## src/brt_regs.svh

```systemverilog
// Register map, field positions, reset values and response codes of the coding control block
`ifndef BRT_REGS_SVH
`define BRT_REGS_SVH
`define BRT_A_SD_CFG      8'h00
`define BRT_A_CODING_CFG  8'h04
`define BRT_A_CODING_ST   8'h08
`define BRT_A_PAT_CFG     8'h0C
`define BRT_A_SEED_AU     8'h10
`define BRT_A_SEED_AL     8'h14
`define BRT_A_SEED_BU     8'h18
`define BRT_A_SEED_BL     8'h1C
`define BRT_A_TXP_U       8'h20
`define BRT_A_TXP_L       8'h24
`define BRT_A_RXP_U       8'h28
`define BRT_A_RXP_L       8'h2C
`define BRT_A_ERR_CNT     8'h30
`define BRT_A_LPI_ST      8'h34
`define BRT_A_WAKE_CNT    8'h38
`define BRT_A_FC_CFG      8'h3C
`define BRT_A_FC_ST       8'h40
`define BRT_A_FC_FLAGS    8'h44
`define BRT_A_FIX_CNT     8'h48
`define BRT_A_UNF_CNT     8'h4C
`define BRT_A_FIX_LIM     8'h50
`define BRT_A_UNF_LIM     8'h54
`define BRT_F_SD_REACT    0
`define BRT_F_DET_LEVEL   1
`define BRT_F_SD_SRC      2
`define BRT_F_LOOP        0
`define BRT_F_TX_TEST     1
`define BRT_F_RX_TEST     2
`define BRT_F_FC_ON       0
`define BRT_F_FC_TXFLIP   1
`define BRT_F_FC_RXFLIP   2
`define BRT_F_FC_ERRIND   3
`define BRT_F_FC_CNTRST   4
`define BRT_F_LOCK_FLAG   0
`define BRT_F_FIX_FLAG    1
`define BRT_F_UNF_FLAG    2
`define BRT_RST_SD_CFG    3'h3
`define BRT_RST_LIMIT     32'h0000_0100
`define BRT_RESP_OKAY     2'h0
`define BRT_RESP_SLVERR   2'h2
`endif

```

## src/brt_pkg.sv

```systemverilog
// Types shared by the coding control block and its pattern engine
package brt_pkg;
	typedef enum logic [1:0] {
		BRT_PAT_SQUARE = 2'h0,
		BRT_PAT_PSEUDO = 2'h1,
		BRT_PAT_PRBS31 = 2'h2,
		BRT_PAT_USER   = 2'h3
	} brt_pat_t;
	typedef enum logic [1:0] {
		BRT_W_IDLE = 2'b01,
		BRT_W_RESP = 2'b10
	} brt_wst_t;
	typedef struct packed {
		logic [57:0] scr;
		logic [30:0] prbs;
		logic [6:0]  blk;
		logic [1:0]  phase;
		logic [3:0]  sq_cnt;
		logic        sq_lvl;
		logic [63:0] word;
	} brt_eng_t;
endpackage : brt_pkg

```

## src/brt_pattern_engine.sv

```systemverilog
// Test pattern engine producing one 64-bit word per clock
`timescale 1ns/1ps
`default_nettype none
module brt_pattern_engine
	import brt_pkg::*;
(
	// Clock and reset
	input  wire logic        sys_clk,
	input  wire logic        sys_rst,
	// Control
	input  wire logic        restart,
	input  wire brt_pat_t    mode,
	input  wire logic [3:0]  square_period,
	input  wire logic        no_invert,
	input  wire logic [57:0] seed_a,
	input  wire logic [57:0] seed_b,
	input  wire logic [63:0] data_pat,
	// Pattern
	output logic      [63:0] word
);
	brt_eng_t s, n;
	logic [121:0] r;
	logic [57:0]  base;
	logic [63:0]  dp;

	// Serial 1+x^39+x^58 scrambler run over 64 bits, low bit first
	function automatic logic [121:0] brt_scr(input logic [57:0] st, input logic [63:0] d);
		logic [57:0] t;
		logic [63:0] o;
		logic        b;
		t = st;
		o = '0;
		for (int i = 0; i < 64; i++) begin
			b = d[i] ^ t[38] ^ t[57];
			o[i] = b;
			t = {t[56:0], b};
		end
		return {t, o};
	endfunction : brt_scr

	always_comb begin
		n = s;
		r = '0;
		base = '0;
		dp = data_pat;
		if (restart) begin
			n.scr = seed_a;
			n.blk = '0;
			n.phase = '0;
			n.prbs = '1;
			n.sq_cnt = '0;
			n.sq_lvl = 1'b1;
			n.word = '0;
		end else begin
			case (mode)
				BRT_PAT_SQUARE: begin
					n.word = {64{s.sq_lvl}};
					if (s.sq_cnt == square_period) begin
						n.sq_cnt = '0;
						n.sq_lvl = !s.sq_lvl;
					end else begin
						n.sq_cnt = s.sq_cnt + 4'h1;
					end
				end
				BRT_PAT_PRBS31: begin
					for (int i = 0; i < 64; i++) begin
						n.prbs = {n.prbs[29:0], n.prbs[30] ^ n.prbs[27]};
						n.word[i] = n.prbs[0];
					end
				end
				BRT_PAT_PSEUDO: begin
					if (s.phase[0] && !no_invert) begin
						dp = ~data_pat;
					end
					r = brt_scr(s.scr, dp);
					n.word = r[63:0];
					n.scr = r[121:64];
					n.blk = s.blk + 7'h01;
					if (s.blk == 7'h7F) begin
						// Window boundary: seeds A, ~A, B, ~B in turn
						n.phase = s.phase + 2'h1;
						base = n.phase[1] ? seed_b : seed_a;
						n.scr = (n.phase[0] && !no_invert) ? ~base : base;
					end
				end
				default: begin
					// User pattern free-runs the scrambler, reseeded with seed A only on restart
					r = brt_scr(s.scr, data_pat);
					n.word = r[63:0];
					n.scr = r[121:64];
				end
			endcase
		end
	end

	always_ff @(posedge sys_clk or posedge sys_rst) begin
		if (sys_rst) begin
			s <= '0;
		end else begin
			s <= n;
		end
	end

	assign word = s.word;
endmodule : brt_pattern_engine
`default_nettype wire

```

## src/brt_coding_ctrl.sv

```systemverilog
// Coding sublayer test, loopback, signal detect and correction control with AXI4-Lite registers
`timescale 1ns/1ps
`default_nettype none
`include "brt_regs.svh"
module brt_coding_ctrl
	import brt_pkg::*;
(
	// Clock and reset
	input  wire logic        sys_clk,
	input  wire logic        sys_rst,
	// AXI4-Lite write
	input  wire logic [7:0]  s_axi_awaddr,
	input  wire logic        s_axi_awvalid,
	output logic             s_axi_awready,
	input  wire logic [31:0] s_axi_wdata,
	input  wire logic [3:0]  s_axi_wstrb,
	input  wire logic        s_axi_wvalid,
	output logic             s_axi_wready,
	output logic [1:0]       s_axi_bresp,
	output logic             s_axi_bvalid,
	input  wire logic        s_axi_bready,
	// AXI4-Lite read
	input  wire logic [7:0]  s_axi_araddr,
	input  wire logic        s_axi_arvalid,
	output logic             s_axi_arready,
	output logic [31:0]      s_axi_rdata,
	output logic [1:0]       s_axi_rresp,
	output logic             s_axi_rvalid,
	input  wire logic        s_axi_rready,
	// Signal detect
	input  wire logic        sd_serdes,
	input  wire logic        sd_module_pin,
	output logic             rx_restart,
	output logic             rx_frame_en,
	// Data paths
	input  wire logic [63:0] tx_data_in,
	output logic [63:0]      tx_data_out,
	input  wire logic [63:0] rx_data_in,
	output logic [63:0]      rx_data_out,
	// Forward error correction
	input  wire logic        fec_lock,
	input  wire logic        fec_fixed_blk,
	input  wire logic        fec_unfixed_blk,
	output logic             fwd_corr_on,
	output logic             tx_flip,
	output logic             rx_flip,
	output logic             rx_blk_err,
	// Low power idle
	input  wire logic        lpi_tx_active,
	input  wire logic        lpi_rx_active,
	input  wire logic        wake_err
);
	typedef struct packed {
		brt_wst_t    wst;
		logic        aw_have;
		logic        w_have;
		logic [7:0]  awaddr;
		logic [31:0] wdata;
		logic [3:0]  wstrb;
		logic        awready;
		logic        wready;
		logic        bvalid;
		logic [1:0]  bresp;
		logic        arready;
		logic        rvalid;
		logic [1:0]  rresp;
		logic [31:0] rdata;
		logic [2:0]  sd_cfg;
		logic [2:0]  cc;
		logic [9:0]  tcfg;
		logic [25:0] seed_au;
		logic [31:0] seed_al;
		logic [25:0] seed_bu;
		logic [31:0] seed_bl;
		logic [63:0] txp;
		logic [63:0] rxp;
		logic [31:0] err_cnt;
		logic [31:0] wake_cnt;
		logic [1:0]  lpi;
		logic [4:0]  fcfg;
		logic [2:0]  flags;
		logic [31:0] fix_cnt;
		logic [31:0] unf_cnt;
		logic [31:0] fix_lim;
		logic [31:0] unf_lim;
		logic        lock_q;
		logic        rc_q;
		logic        match;
		logic        sig_ok;
		logic        rx_restart;
		logic        rx_frame_en;
		logic        blk_err;
		logic [63:0] tx_out;
		logic [63:0] rx_out;
	} brt_ctrl_t;

	brt_ctrl_t   s, n;
	logic [63:0] gen_word;
	logic [63:0] chk_word;
	logic        sd_line;
	logic [63:0] rx_src;
	logic        mis;
	logic [31:0] wm;
	logic [31:0] wv;
	logic [31:0] rd;
	logic        rd_ok;
	logic        wr_ok;
	logic        wr_go;

	// Generator and checker are held at their start while their test bit is off
	brt_pattern_engine gen_i (
		.sys_clk       (sys_clk),
		.sys_rst       (sys_rst),
		.restart       (!s.cc[`BRT_F_TX_TEST]),
		.mode          (brt_pat_t'(s.tcfg[1:0])),
		.square_period (s.tcfg[7:4]),
		.no_invert     (s.tcfg[8]),
		.seed_a        ({s.seed_au, s.seed_al}),
		.seed_b        ({s.seed_bu, s.seed_bl}),
		.data_pat      (s.txp),
		.word          (gen_word)
	);

	brt_pattern_engine chk_i (
		.sys_clk       (sys_clk),
		.sys_rst       (sys_rst),
		.restart       (!s.cc[`BRT_F_RX_TEST]),
		.mode          (brt_pat_t'(s.tcfg[3:2])),
		.square_period (s.tcfg[7:4]),
		.no_invert     (s.tcfg[9]),
		.seed_a        ({s.seed_au, s.seed_al}),
		.seed_b        ({s.seed_bu, s.seed_bl}),
		.data_pat      (s.rxp),
		.word          (chk_word)
	);

	always_comb begin
		n = s;
		wm = '0;
		wv = '0;
		rd = '0;
		rd_ok = 1'b1;
		wr_ok = 1'b1;
		wr_go = 1'b0;
		for (int b = 0; b < 4; b++) begin
			wm[b*8 +: 8] = {8{s.wstrb[b]}};
		end
		// Signal detect
		sd_line = s.sd_cfg[`BRT_F_SD_SRC] ? sd_module_pin : sd_serdes;
		n.sig_ok = (sd_line == s.sd_cfg[`BRT_F_DET_LEVEL]);
		n.rx_restart = s.sd_cfg[`BRT_F_SD_REACT] && !n.sig_ok;
		n.rx_frame_en = !n.rx_restart;
		// Data paths
		n.tx_out = s.cc[`BRT_F_TX_TEST] ? gen_word : tx_data_in;
		rx_src = s.cc[`BRT_F_LOOP] ? s.tx_out : rx_data_in;
		n.rx_out = rx_src;
		n.match = s.cc[`BRT_F_RX_TEST] && (rx_src == chk_word);
		mis = s.cc[`BRT_F_RX_TEST] && (rx_src != chk_word);
		// AXI4-Lite write channel: address and data accepted in either order
		if (s_axi_awvalid && s.awready) begin
			n.aw_have = 1'b1;
			n.awaddr = s_axi_awaddr;
			n.awready = 1'b0;
		end
		if (s_axi_wvalid && s.wready) begin
			n.w_have = 1'b1;
			n.wdata = s_axi_wdata;
			n.wstrb = s_axi_wstrb;
			n.wready = 1'b0;
		end
		case (s.wst)
			BRT_W_IDLE: begin
				if (s.aw_have && s.w_have) begin
					wr_go = 1'b1;
					n.aw_have = 1'b0;
					n.w_have = 1'b0;
					n.bvalid = 1'b1;
					n.wst = BRT_W_RESP;
				end
			end
			BRT_W_RESP: begin
				if (s_axi_bready) begin
					n.bvalid = 1'b0;
					n.awready = 1'b1;
					n.wready = 1'b1;
					n.wst = BRT_W_IDLE;
				end
			end
			default: n.wst = BRT_W_IDLE;
		endcase
		if (wr_go) begin
			case (s.awaddr)
				`BRT_A_SD_CFG:     wv = {29'h0, s.sd_cfg};
				`BRT_A_CODING_CFG: wv = {29'h0, s.cc};
				`BRT_A_PAT_CFG:    wv = {22'h0, s.tcfg};
				`BRT_A_SEED_AU:    wv = {6'h0, s.seed_au};
				`BRT_A_SEED_AL:    wv = s.seed_al;
				`BRT_A_SEED_BU:    wv = {6'h0, s.seed_bu};
				`BRT_A_SEED_BL:    wv = s.seed_bl;
				`BRT_A_TXP_U:      wv = s.txp[63:32];
				`BRT_A_TXP_L:      wv = s.txp[31:0];
				`BRT_A_RXP_U:      wv = s.rxp[63:32];
				`BRT_A_RXP_L:      wv = s.rxp[31:0];
				`BRT_A_ERR_CNT:    wv = s.err_cnt;
				`BRT_A_FC_CFG:     wv = {27'h0, s.fcfg};
				`BRT_A_FC_FLAGS:   wv = 32'h0000_0000;
				`BRT_A_FIX_LIM:    wv = s.fix_lim;
				`BRT_A_UNF_LIM:    wv = s.unf_lim;
				default:           wr_ok = 1'b0;
			endcase
			wv = (wv & ~wm) | (s.wdata & wm);
			n.bresp = wr_ok ? `BRT_RESP_OKAY : `BRT_RESP_SLVERR;
			case (s.awaddr)
				`BRT_A_SD_CFG:     n.sd_cfg = wv[2:0];
				`BRT_A_CODING_CFG: n.cc = wv[2:0];
				`BRT_A_PAT_CFG:    n.tcfg = wv[9:0];
				`BRT_A_SEED_AU:    n.seed_au = wv[25:0];
				`BRT_A_SEED_AL:    n.seed_al = wv;
				`BRT_A_SEED_BU:    n.seed_bu = wv[25:0];
				`BRT_A_SEED_BL:    n.seed_bl = wv;
				`BRT_A_TXP_U:      n.txp[63:32] = wv;
				`BRT_A_TXP_L:      n.txp[31:0] = wv;
				`BRT_A_RXP_U:      n.rxp[63:32] = wv;
				`BRT_A_RXP_L:      n.rxp[31:0] = wv;
				`BRT_A_ERR_CNT:    n.err_cnt = wv;
				`BRT_A_FC_CFG:     n.fcfg = wv[4:0];
				`BRT_A_FC_FLAGS:   n.flags = s.flags & ~wv[2:0];
				`BRT_A_FIX_LIM:    n.fix_lim = wv;
				`BRT_A_UNF_LIM:    n.unf_lim = wv;
				default:           n.bresp = `BRT_RESP_SLVERR;
			endcase
		end
		// AXI4-Lite read channel
		if (s_axi_arvalid && s.arready) begin
			case (s_axi_araddr)
				`BRT_A_SD_CFG:     rd = {29'h0, s.sd_cfg};
				`BRT_A_CODING_CFG: rd = {29'h0, s.cc};
				`BRT_A_CODING_ST:  rd = {30'h0, s.sig_ok, s.match};
				`BRT_A_PAT_CFG:    rd = {22'h0, s.tcfg};
				`BRT_A_SEED_AU:    rd = {6'h0, s.seed_au};
				`BRT_A_SEED_AL:    rd = s.seed_al;
				`BRT_A_SEED_BU:    rd = {6'h0, s.seed_bu};
				`BRT_A_SEED_BL:    rd = s.seed_bl;
				`BRT_A_TXP_U:      rd = s.txp[63:32];
				`BRT_A_TXP_L:      rd = s.txp[31:0];
				`BRT_A_RXP_U:      rd = s.rxp[63:32];
				`BRT_A_RXP_L:      rd = s.rxp[31:0];
				`BRT_A_ERR_CNT:    rd = s.err_cnt;
				`BRT_A_LPI_ST:     rd = {30'h0, s.lpi};
				`BRT_A_WAKE_CNT:   rd = s.wake_cnt;
				`BRT_A_FC_CFG:     rd = {27'h0, s.fcfg};
				`BRT_A_FC_ST:      rd = {31'h0, s.lock_q};
				`BRT_A_FC_FLAGS:   rd = {29'h0, s.flags};
				`BRT_A_FIX_CNT:    rd = s.fix_cnt;
				`BRT_A_UNF_CNT:    rd = s.unf_cnt;
				`BRT_A_FIX_LIM:    rd = s.fix_lim;
				`BRT_A_UNF_LIM:    rd = s.unf_lim;
				default:           rd_ok = 1'b0;
			endcase
			n.rdata = rd;
			n.rresp = rd_ok ? `BRT_RESP_OKAY : `BRT_RESP_SLVERR;
			n.rvalid = 1'b1;
			n.arready = 1'b0;
		end else if (s.rvalid && s_axi_rready) begin
			n.rvalid = 1'b0;
			n.arready = 1'b1;
		end
		// Events come after the bus write so a same-cycle event beats a bus clear, but the fix_cnt and unf_cnt reset beats a block event
		n.err_cnt = n.err_cnt + {31'h0, mis};
		n.lpi = {lpi_tx_active, lpi_rx_active};
		if (wake_err && s.wake_cnt != 32'hFFFF_FFFF) begin
			n.wake_cnt = s.wake_cnt + 32'h0000_0001;
		end
		n.lock_q = fec_lock;
		if (s.lock_q && !fec_lock) begin
			n.flags[`BRT_F_LOCK_FLAG] = 1'b1;
		end
		n.rc_q = s.fcfg[`BRT_F_FC_CNTRST];
		if (s.rc_q && !s.fcfg[`BRT_F_FC_CNTRST]) begin
			n.fix_cnt = '0;
			n.unf_cnt = '0;
		end else begin
			// Counters saturate rather than wrap so a limit is never crossed twice
			if (fec_fixed_blk && s.fix_cnt != 32'hFFFF_FFFF) begin
				n.fix_cnt = s.fix_cnt + 32'h0000_0001;
				if (s.fix_cnt == s.fix_lim) begin
					n.flags[`BRT_F_FIX_FLAG] = 1'b1;
				end
			end
			if (fec_unfixed_blk && s.unf_cnt != 32'hFFFF_FFFF) begin
				n.unf_cnt = s.unf_cnt + 32'h0000_0001;
				if (s.unf_cnt == s.unf_lim) begin
					n.flags[`BRT_F_UNF_FLAG] = 1'b1;
				end
			end
		end
		n.blk_err = s.fcfg[`BRT_F_FC_ERRIND] && fec_unfixed_blk;
	end

	always_ff @(posedge sys_clk or posedge sys_rst) begin
		if (sys_rst) begin
			s <= '0;
			s.wst <= BRT_W_IDLE;
			s.awready <= 1'b1;
			s.wready <= 1'b1;
			s.arready <= 1'b1;
			s.sd_cfg <= `BRT_RST_SD_CFG;
			s.fix_lim <= `BRT_RST_LIMIT;
			s.unf_lim <= `BRT_RST_LIMIT;
			s.rx_frame_en <= 1'b1;
		end else begin
			s <= n;
		end
	end

	assign s_axi_awready = s.awready;
	assign s_axi_wready = s.wready;
	assign s_axi_bvalid = s.bvalid;
	assign s_axi_bresp = s.bresp;
	assign s_axi_arready = s.arready;
	assign s_axi_rvalid = s.rvalid;
	assign s_axi_rresp = s.rresp;
	assign s_axi_rdata = s.rdata;
	assign rx_restart = s.rx_restart;
	assign rx_frame_en = s.rx_frame_en;
	assign tx_data_out = s.tx_out;
	assign rx_data_out = s.rx_out;
	assign fwd_corr_on = s.fcfg[`BRT_F_FC_ON];
	assign tx_flip = s.fcfg[`BRT_F_FC_TXFLIP];
	assign rx_flip = s.fcfg[`BRT_F_FC_RXFLIP];
	assign rx_blk_err = s.blk_err;
endmodule : brt_coding_ctrl
`default_nettype wire

```

## config.mk

```make
export PLATFORM = sky130hd
export DESIGN_NAME = brt_coding_ctrl
export DESIGN_NICKNAME = d
export VERILOG_FILES = /design/src/brt_pkg.sv /design/src/brt_pattern_engine.sv /design/src/brt_coding_ctrl.sv
export VERILOG_INCLUDE_DIRS = /design/src /design/src/src
export SDC_FILE = /design/constraint.sdc
export NUM_CORES = 2
export LEC_CHECK = 0
export ABC_AREA = 1
export BUFFER_PORTS_ARGS = -buffer_cell sky130_fd_sc_hd__buf_2
export CAP_MARGIN = 20
export CORE_MARGIN = 2
export CORE_UTILIZATION = 30
export DETAILED_ROUTE_END_ITERATION = 7
export GPL_TIMING_DRIVEN = 0
export PLACE_DENSITY_LB_ADDON = 0.3
export REMOVE_ABC_BUFFERS = 1
export SLEW_MARGIN = 0
export SYNTH_ARGS = -nofsm -noshare
export SYNTH_HDL_FRONTEND = slang
export SYNTH_HIERARCHICAL = 1
export SYNTH_SLANG_ARGS = --single-unit
```

## constraint.sdc

```tcl
create_clock -name sys_clk -period 36.4 [get_ports sys_clk]
set_clock_uncertainty 0.15 [all_clocks]
set_input_delay 1.82 -clock sys_clk [delete_from_list [all_inputs] [get_ports sys_clk]]
set_output_delay 1.82 -clock sys_clk [all_outputs]
set_load 0.01 [all_outputs]
```

==> results.toml <==
[run_status]
status = "finished with violations"
violations = "design-rule violations"

[synth]
yosysTopAreaCell = "dfrtp_1"
synth-edff-count = 0
yosys_warnings = 6
synth_top_area_share_pct = 39.8
synth.area.top_cells = "dfrtp_1, nand2_1, nand3_1, o21ai_0, inv_1"
synthTopCellsByCount = "nand2_1, dfrtp_1, inv_1, nand3_1, o21ai_0"
postSynthAreaPerCell_um2 = 7.23
ys_ff_latch = 1018
ys.flop_type = "dfrtp_1"
synthArstFlopShare_pct = 100
ys_types = 61
syn_inst = 8775
yosysMostFrequentCell = "nand2_1"
netlist_area_um2 = 63500
synth_seq_area_share_pct = 40.2

[clock_network]
cts_buffer_depth = 3
clkLatencyLatePin_ns = 0.83
ctsHoldBuffers = 0
htreeDepth = 4
cts_made_buffers = 132
cts_resized = 0
cts.clk_slew.worst_paths_ns = 0.07
cts_num_sinks = 1018
cts_setup_buffers = 0
cts_tree = "yes"
cts_root_buf = "clkbuf_16"

[place]
dp_hpwl_mm = 250
port_buffers = 367
detailedPlace.worstSlack_ns = 29.87
place.gp.congestion = 1.06

[global_route]
antenna_found_initial = 17
grt_pass1_wl_mm = 452
globalRouteOverflowTotal = 0
grt_pass1_vias = 57700
grt_max_degree = 118
grt_util_all_layers_pct = 29.4

[min_path]
hold_depth = 2
hp-start = "gen_i/word[1]"
hold_path_class = "reg -> reg"
hold_end = "tx_data_out[1]"

[power]
combPwrFrac_pct = 10.4
power.leakage_nw = 33.1
switching_power_mw = 0.873
peakVddDrop_mv = 0.0555
clkPwrFrac_pct = 48.4
p_int_mw = 2.10
power_density_nw_per_um2 = 41.7
swShare_pct = 29.4
sequentialPowerShare_pct = 41.2

[worst_setup_path]
cp_data_arrival_time_ns = 6.62
worstSetupStartpointType = "flip-flop"
required_ns = 36.96
crit_path_end_kind = "flip-flop"
crit_fanout = 63
r2r-start = "s[675]"
path_class = "reg -> reg"
worstReg2RegEnd = "s[326]"
reg2reg_depth = 16
rrSetupSlack_ns = 30.34

[layout]
syn_to_final_growth_pct = 12.3
seqCellArea_um2 = 25500
final_nets = 8836
fillers = 22400
layout-drive-gt1-share_pct = 10.3
multiInputGateArea_um2 = 30900

[die]
initial_core_util_pct = 30.2
ios = 370
num_rows = 168
core_um2 = 210000
die-area_um2 = 215000
fp.dieW_um = 464
die_y_um = 464

[drt]
routed_wl_mm = 327
first_pass_iters = 8
via_per_inst = 5.47
final_antenna_net_count = 0
num_vias = 63200
wl_per_cell_um = 28.3
drtIter0Drc = 8805
drc = 2

[sta]
timing.final.crit_share_pct = 16.6
tightest_slew_ns = 1.30
tns_ns = 0
min_period_ns = 6.06
finalMaxSlewViolations = 0
fmax_mhz = 165
setup_slack_ns = 30.34
setup_viol = 0
hold_viol = 0
max_slew_margin_pct = 13.0
rsz0062_at_grt = "no"

[flow_run]
cap_violations = 0
-- power by group through the flow --
stage	registers, mW	logic (mW)	clock network, mW
floorplan	1.22	0.149	0
global placement	1.24	0.289	0
detailed placement	1.24	0.306	0
CTS	1.22	0.307	1.45
global route	1.23	0.327	1.50
finish	1.22	0.310	1.44
-- worst max-delay path by stage --
stage,start,endpoint,slack [ns],cells past startpoint
after detailed placement,s_axi_araddr[7],s_axi_rdata[18],29.87,10
after global placement,sys_rst,s_axi_rvalid,5.59,2
after global routing,s[675],s[327],30.27,17
after floorplan,sys_rst,fwd_corr_on,15.27,1
final,s[675],s[326],30.34,16
after CTS,s[675],s[331],30.62,15
-- cell families after synthesis --
family,share of synthesized area [%]
other,0.00591
muxes,0.584
xor gates and xnor gates,6.14
and+or+nand+nor,27.6
DFF,40.2
adders and majority gates,0.177
AOI/OAI and AO/OA,13.9
buffers and inverters,11.5
-- sequential cells by signal, indices dropped and copies added, names as in the netlist, 32 cells and up --
name / flops
rx_data_out: 64
s: 510
s_axi_rdata: 32
chk_i/word: 64
gen_i/word: 64
chk_i/s: 103
tx_data_out: 64
gen_i/s: 103
-- critical path: stages, from the launching register on --
cell     delay (ns)
dfrtp_1        0.39
nor2_2         0.23
nand2_2        0.16
inv_4          0.76
nand2_4        0.41
nor2_4         0.60
buf_12         0.30
inv_2          0.39
o21ai_0        0.31
ha_1           0.58
nand3_1        0.23
nor2_4         0.39
nand2_1        0.40
nor2_4         0.31
nand2_1        0.08
nand2_1        0.06
nand2_1        0.05
-- cells in the final DEF (no fill, tap or decap), types with 36 or more instances in the layout --
cell type,synthesis,routed
a21oi_1,344,344
dfrtp_1,1009,1005
buf_2,117,368
or2_2,47,47
nor2_4,15,36
nand2_2,38,41
a221oi_1,66,66
a31oi_1,69,69
buf_12,0,38
nand2_1,2610,2604
nor3_1,74,74
nor2_1,489,469
xnor2_1,157,157
o21ai_1,93,93
nand3_1,701,700
o21ai_0,630,629
clkbuf_16,0,134
xor2_1,288,288
nand4_1,60,60
a22oi_1,36,36
o22ai_1,139,139
inv_1,815,804
o211ai_1,79,79
-- per-layer routing --
metal  part of all wire [%]  wire [um]  GRT usage [%]  vias to the layer above
li1                       -          -              -                    28000
met1                     39     128000           37.7                    30400
met2                     42     137000           43.3                     3949
met3                     11      35600           7.81                      829
met4                    8.0      26100           19.4                       24
met5                  0.050        162              0                        -
-- metrics by stage --
stage	hold slack (ns)	cell area (um^2)	cells	util, %	power [mW]
finish	0.299	71300	11600	33.9	2.97
global route	0.314	71200	11500	33.9	3.05
CTS	0.295	71200	11500	33.9	2.98
detailed placement	0.282	66500	11300	31.7	1.55
global placement	0.263	64700	11200	30.8	1.53
floorplan	0.224	59300	8057	-	1.37
-- final cells by class --
type | instances | share of cell area [%]
diodes | 7 | 0.0246
clock buffers | 183 | 5.43
clock inverters | 60 | 1.18
inverters | 846 | 4.51
multi-input cells | 6193 | 43.3
flip-flops and latches | 1018 | 35.8
well taps | 2805 | 4.93
repair buffers | 441 | 4.83
(Power assumes the default switching activity.)
